**src/verilog/fil_pkg.sv**
```systemverilog
// constants for the fault flag and interrupt logic
package fil_pkg;
    // register offsets
    localparam logic [7:0] fault_flag_status_addr    = 8'h02;
    localparam logic [7:0] fault_interrupt_mask_addr = 8'h03;
    // bit positions shared by status and mask
    localparam int         overvoltage_bit           = 2;
    localparam int         overtemp_bit              = 3;
    localparam int         short_bit                 = 4;
    localparam logic [7:0] flag_field_mask           = 8'h1c;
    localparam logic [7:0] reg_reset_value           = 8'h00;
    // reset glitch filter: time and derived cycles at 25 MHz
    localparam int         clk_mhz                   = 25;
    localparam int         reset_filter_ns           = 200;
    localparam int         reset_filter_cycles       =
        (reset_filter_ns * clk_mhz + 999) / 1000;
    localparam int         filter_cnt_width          = 4;
endpackage

```
**src/verilog/fil_fault_interrupt.sv**
```systemverilog
// fault flag latching, interrupt masking and thermal standby control
//
// Overview of operation
// - overtemp trips: shutdown, standby, set flag
// - restart only on new active write, cool
// - no interrupt when die cools down
// - cleared overtemp flag resets while still hot
// - overvoltage comparator high sets overvoltage flag
// - short protection entry sets short flag
// - flag reaches pin only when enabled
// - write one clears flag; reset clears all
// - reads and zero writes change nothing
// - reset pin glitches filtered internally
// - each overvoltage entry sets flag again
// - short fault restarts on active rewrite
`timescale 1ns/100ps
module fil_fault_interrupt
(
    // clock and resets
    input  wire logic       clk,
    input  wire logic       rst_n,
    input  wire logic       external_reset_low,
    // register access port
    input  wire logic       reg_wr,
    input  wire logic       reg_rd,
    input  wire logic [7:0] reg_addr,
    input  wire logic [7:0] reg_wdata,
    output logic      [7:0] reg_rdata,
    // standby control from mode register
    input  wire logic       active_not_standby,
    // asynchronous fault comparators
    input  wire logic       overtemp_hot,
    input  wire logic       overtemp_cool,
    input  wire logic       overvoltage_cmp,
    input  wire logic       short_cmp,
    // outputs
    output logic            standby_forced,
    output logic            soft_start_req,
    output logic            interrupt_request_low
);
    // filter limit cut to the counter's width
    localparam logic [fil_pkg::filter_cnt_width-1:0] filt_limit =
        fil_pkg::reset_filter_cycles[fil_pkg::filter_cnt_width-1:0];

    // whole block state, registered in one place
    typedef struct packed {
        logic [1:0] rst_sync;
        logic [1:0] ext_sync;
        logic [1:0] ot_sync;
        logic [1:0] ov_sync;
        logic [1:0] sc_sync;
        logic [1:0] cool_sync;
        logic [fil_pkg::filter_cnt_width-1:0] filt_cnt;
        logic       filt_rst;
        logic       ov_prev;
        logic       sc_prev;
        logic       ot_prev;
        logic       act_prev;
        logic       thermal_latched;
        logic       short_latched;
        logic [7:0] status;
        logic [7:0] mask;
        logic [7:0] rdata;
        logic       soft_start;
        logic       int_req;
    } fil_state_s;

    // current and next state, plus helpers
    fil_state_s st;
    fil_state_s next_st;
    logic       srst_n;
    logic       hold_reset;
    logic       ot_now;
    logic       ov_now;
    logic       sc_now;
    logic       cool_now;
    logic       act_rise;
    logic [7:0] set_bits;
    logic [7:0] clr_bits;

    // second flops of the synchronisers feed the logic
    assign srst_n   = st.rst_sync[1];
    assign ot_now   = st.ot_sync[1];
    assign ov_now   = st.ov_sync[1];
    assign sc_now   = st.sc_sync[1];
    assign cool_now = st.cool_sync[1];
    // internal reset: synchronised rst_n or a filtered pin low
    assign hold_reset = !srst_n || st.filt_rst;

    // next state
    always_comb
    begin
        next_st = st;
        act_rise = 1'b0;
        set_bits = 8'h00;
        clr_bits = 8'h00;
        // two-flop synchronisers for the resets and the comparator inputs
        next_st.rst_sync  = {st.rst_sync[0], 1'b1};
        next_st.ext_sync  = {st.ext_sync[0], external_reset_low};
        next_st.ot_sync   = {st.ot_sync[0], overtemp_hot};
        next_st.ov_sync   = {st.ov_sync[0], overvoltage_cmp};
        next_st.sc_sync   = {st.sc_sync[0], short_cmp};
        next_st.cool_sync = {st.cool_sync[0], overtemp_cool};
        // reset pin filter: low must persist before acting
        if (st.ext_sync[1])
        begin
            next_st.filt_cnt = '0;
            next_st.filt_rst = 1'b0;
        end
        else if (st.filt_cnt == filt_limit)
        begin
            next_st.filt_rst = 1'b1;
        end
        else
        begin
            next_st.filt_cnt = st.filt_cnt + 1'b1;
        end
        // edge memories of the overtemp, overvoltage and short comparators and the standby level
        next_st.ov_prev  = ov_now;
        next_st.sc_prev  = sc_now;
        next_st.ot_prev  = ot_now;
        next_st.act_prev = active_not_standby;
        act_rise = active_not_standby & ~st.act_prev;
        next_st.soft_start = 1'b0;
        // fault event detection
        if (ot_now && !st.ot_prev)
        begin
            set_bits[fil_pkg::overtemp_bit] = 1'b1;
        end
        if (ot_now)
        begin
            next_st.thermal_latched = 1'b1;
        end
        if (ov_now && !st.ov_prev)
        begin
            set_bits[fil_pkg::overvoltage_bit] = 1'b1;
        end
        if (sc_now && !st.sc_prev)
        begin
            set_bits[fil_pkg::short_bit] = 1'b1;
            next_st.short_latched = 1'b1;
        end
        // hot die: re-raise a cleared overtemp flag
        if ((ot_now || st.thermal_latched) && !cool_now &&
            !st.status[fil_pkg::overtemp_bit])
        begin
            set_bits[fil_pkg::overtemp_bit] = 1'b1;
        end
        // restart on a fresh active write; cooling alone does nothing
        if (act_rise)
        begin
            if (st.thermal_latched && cool_now && !ot_now)
            begin
                next_st.thermal_latched = 1'b0;
            end
            if (st.short_latched && !sc_now)
            begin
                next_st.short_latched = 1'b0;
            end
            // no restart while the die is still over the trip point
            if (!ot_now && (!st.thermal_latched || cool_now))
            begin
                next_st.soft_start = 1'b1;
            end
        end
        // register writes
        if (reg_wr && reg_addr == fil_pkg::fault_flag_status_addr)
        begin
            clr_bits = reg_wdata & fil_pkg::flag_field_mask;
        end
        // mask register write
        if (reg_wr && reg_addr == fil_pkg::fault_interrupt_mask_addr)
        begin
            next_st.mask = reg_wdata & fil_pkg::flag_field_mask;
        end
        // set wins over clear; flags hold otherwise
        next_st.status = ((st.status & ~clr_bits) | set_bits)
                         & fil_pkg::flag_field_mask;
        // read data, no side effects
        if (reg_rd)
        begin
            case (reg_addr)
                fil_pkg::fault_flag_status_addr:
                    next_st.rdata = st.status;
                fil_pkg::fault_interrupt_mask_addr:
                    next_st.rdata = st.mask;
                default:
                    next_st.rdata = 8'h00;
            endcase
        end

        // pin request from the next flags, so the pin leaves a flop
        next_st.int_req = |(next_st.status & next_st.mask);

        // internal reset clears all but the two reset synchronisers and act_prev
        if (hold_reset)
        begin
            next_st          = '0;
            next_st.status   = fil_pkg::reg_reset_value;
            next_st.mask     = fil_pkg::reg_reset_value;
            next_st.rst_sync = {st.rst_sync[0], 1'b1};
            next_st.ext_sync = {st.ext_sync[0], external_reset_low};
            next_st.act_prev = active_not_standby; // no false restart
        end
    end

    // state register; rst_n acts at once, its release is synchronised
    always_ff @(posedge clk or negedge rst_n)
    begin
        if (!rst_n)
        begin
            st <= '0;
        end
        else
        begin
            st <= next_st;
        end
    end

    // outputs from the state register, the interrupt pin through an inverter
    assign reg_rdata             = st.rdata;
    assign standby_forced        = st.thermal_latched;
    assign soft_start_req        = st.soft_start;
    assign interrupt_request_low = ~st.int_req;
endmodule

```
**config.mk**
```make
export PLATFORM = sky130hd
export DESIGN_NAME = fil_fault_interrupt
export DESIGN_NICKNAME = d
export VERILOG_FILES = /design/src/verilog/fil_pkg.sv /design/src/verilog/fil_fault_interrupt.sv
export SDC_FILE = /design/constraint.sdc
export NUM_CORES = 1
export LEC_CHECK = 0
export ABC_AREA = 1
export BUFFER_PORTS_ARGS = -buffer_cell sky130_fd_sc_hd__buf_4
export CAP_MARGIN = 0
export CORE_MARGIN = 2
export CORE_UTILIZATION = 56
export CTS_CLUSTER_DIAMETER = 150
export DETAILED_ROUTE_END_ITERATION = 16
export GPL_TIMING_DRIVEN = 0
export HOLD_SLACK_MARGIN = 0.1
export PLACE_DENSITY = 0.85
export SLEW_MARGIN = 20
export SYNTH_ARGS = -nofsm -noshare
export SYNTH_HDL_FRONTEND = slang
export SYNTH_SLANG_ARGS = --single-unit
```
**constraint.sdc**
```tcl
create_clock -name clk -period 3 [get_ports clk]
set_clock_uncertainty 0.15 [all_clocks]
set_input_delay 0.6 -clock clk [delete_from_list [all_inputs] [get_ports clk]]
set_output_delay 0.6 -clock clk [all_outputs]
set_load 0.02 [all_outputs]
```
==> results.yml <==
synthesis:
  ys_seq_area_share_pct: 55.9
  synth_edf_count: 0
  syn_area_um2: 1520
  ys.warnings.count: 0
  ys_async_sr_fraction_pct: 100
  synth_fp_nets: 196
  syn_inst: 168
  synth.avg_cell_area_um2: 9.06
  synth_ff_type: "dfrtp_1"
  yosysUniqueCellTypes: 26
  ys_seq_elements: 34
clocking:
  clock_path_buffers: 2
  postCtsResizedCells: 0
  tritoncts: "yes"
  path_clk_slew_ns: 0.10
  cts_sinks: 34
  clock_latency_ns: 0.33
  cts-htree-levels: 2
  clockRootBuffer: "clkbuf_4"
  cts_buffers: 5
layout:
  antenna_cells: 0
  fin_cells: 238
  nNetsFinal: 235
  final_area_um2: 1860
  layout-drive-gt1-share_pct: 29.3
  layout.cells.most_common_list: "buf_4 (39), dfrtp_1 (34), nand2_1 (29), nor2_1 (28), inv_1 (27)"
  final_common_cell: "buf_4"
  syn_to_final_growth_pct: 22.4
critical_path:
  cp.required_ns: 2.25
  r2r_slack_ns: 1.70
  critPathKind: "register to output port"
  arrival_ns: 1.08
  crit_path_end: "reg_rdata[0]"
  startpoint: "reg_rdata[6]$_DFFE_PN0P_"
  reg2reg_to: "st[39]$_DFF_PN0_"
  start_kind: "register"
  timing.rr.start: "srst_n$_DFF_PN0_"
  crit_fanout: 6
  r2r_cells: 4
  endpoint_kind: "output port"
placed_design:
  hpwl_um: 1900
  place_area_um2: 1790
  dpl.cell_count: 229
  gp_congestion: 0.814
  numPortBuffers: 31
  pre_cts_slack_ns: 1.18
timing:
  rsz0062_at_grt: "false"
  setup_slack_ns: 1.17
  finalHoldViolations: 0
  finalSetupTns_ns: 0
  maxSlewViolCount: 0
  fmax_ghz: 0.547
  fin_crit_ns: 1.83
  finalCritPeriodShare_pct: 60.9
  finalSetupViolCount: 0
global_routing:
  antenna_found_initial: 0
  grt_max_degree: 35
  grt_use_total_pct: 19.1
  grt_pass1_wl_um: 4560
  overflow: 0
  grt_pass1_vias: 1116
pwr:
  sw_frac_of_total_pct: 24.2
  p_switching_w: 0.000198
  p_comb_share_pct: 9.5
  peakVddDrop_v: 0.000450
  power.share.clock_pct: 31.8
  p_leak_nw: 1.01
  power.total_w: 0.000818
  p_int_w: 0.000620
  cellPowerDensity_nw_per_um2: 439
  seqPwrFrac_pct: 58.7
route:
  first_pass_iters: 4
  drtAntennaViolNets: 0
  routed_wl_um: 2560
  drtIter0Drc: 30
  vias: 1137
  remaining_drc_errors: 0
  avgViaCountPerCell: 4.78
  wl_per_cell_um: 10.7
floorplan:
  die_w_um: 56.1
  die_area_um2: 3150
  coreArea_um2: 2520
  start_util_pct: 60.4
  die_y_um: 56.1
  io_pins: 37
  fp-row-count: 18
status:
  status: "complete, no violations"
job:
  maxCapViolations: 0
hold_path:
  hp-class: "register to register"
-- logic make-up after synthesis --
group | share of synthesized area, %
simple gates | 24.7
xor+xnor | 1.15
fa+ha+maj | 1.64
compound gates | 4.93
flops | 55.9
buf+inv | 11.5
other cells | 0.246
-- worst min-delay path by stage --
stage | from | to | slack [ns] | cells after the start
floorplan | rst_n | cool_now$_DFF_PN0_ | 0.15 | 0
global placement | st[45]$_DFF_PN0_ | st[46]$_DFF_PN0_ | 0.18 | 0
detailed placement | st[45]$_DFF_PN0_ | st[46]$_DFF_PN0_ | 0.19 | 0
CTS | external_reset_low | st[45]$_DFF_PN0_ | 0.21 | 1
global route | external_reset_low | st[45]$_DFF_PN0_ | 0.20 | 1
finish | st[45]$_DFF_PN0_ | st[46]$_DFF_PN0_ | 0.21 | 0
-- power groups by stage --
stage               registers [W]  logic (W)  clock network, W
floorplan                0.000490  0.0000346                 0
global placement         0.000488  0.0000741                 0
detailed placement       0.000489  0.0000775                 0
CTS                      0.000480  0.0000789          0.000269
global route             0.000482  0.0000891          0.000289
finish                   0.000480  0.0000775          0.000260
-- stage by stage --
stage	utilization (%)	hold WS, ns
final	73.9	0.207
after floorplan	-	0.154
after detailed placement	71.1	0.187
after global routing	73.9	0.203
after global placement	71.1	0.182
after CTS	73.9	0.209
-- cell usage after synthesis (2+ instances only) --
cell type  number  share of area, %
a21oi_1         5               1.6
a22o_1          3               1.7
buf_2           2              0.66
buf_4           8               3.9
dfrtp_1        34                56
ha_1            2               1.6
inv_1          27               6.7
nand2_1        29               7.1
nand2_2         3               1.2
nand3_1         8               2.6
nor2_1         28               6.9
nor2_4          3               2.2
o21ai_1         2              0.66
or2_2           2              0.82
-- what timing repair did --
item / CTS / global route
buffers inserted: 0 / 0
setup endpoints to repair: 0 / 0
hold buffers: 1 / 0
hold endpoints to repair: 34 / 0
-- per-layer routing --
metal  wire length (µm)  share of wire, %  track usage [%]
met3                146               5.7             4.88
met1               1120                44             22.1
met4                 69               2.7             11.9
met2               1220                48             31.4
met5                  0                 0                0
-- sequential cells by signal, summed over array words and instances, names as in the netlist --
name / count
sc_now: 1
ot_now: 1
cool_now: 1
ov_now: 1
reg_rdata: 4
srst_n: 1
standby_forced: 1
soft_start_req: 1
st: 23
-- worst max-delay path, cell delays in order, from the launching register on --
cell	delay (ns)
dfrtp_1	0.45
buf_4	0.16
buf_4	0.15
-- cell type report --
type | count | area [µm²]
Sequential cell | 34 | 851
Clock buffer | 7 | 55.1
Tap cell | 30 | 37.5
Timing Repair Buffer | 32 | 243
Fill cell | 206 | 659
Inverter | 28 | 105
Clock inverter | 1 | 5.00
Buffer | 10 | 70.1
Multi-Input combinational cell | 96 | 497
Power figures use the tool's default switching activity.
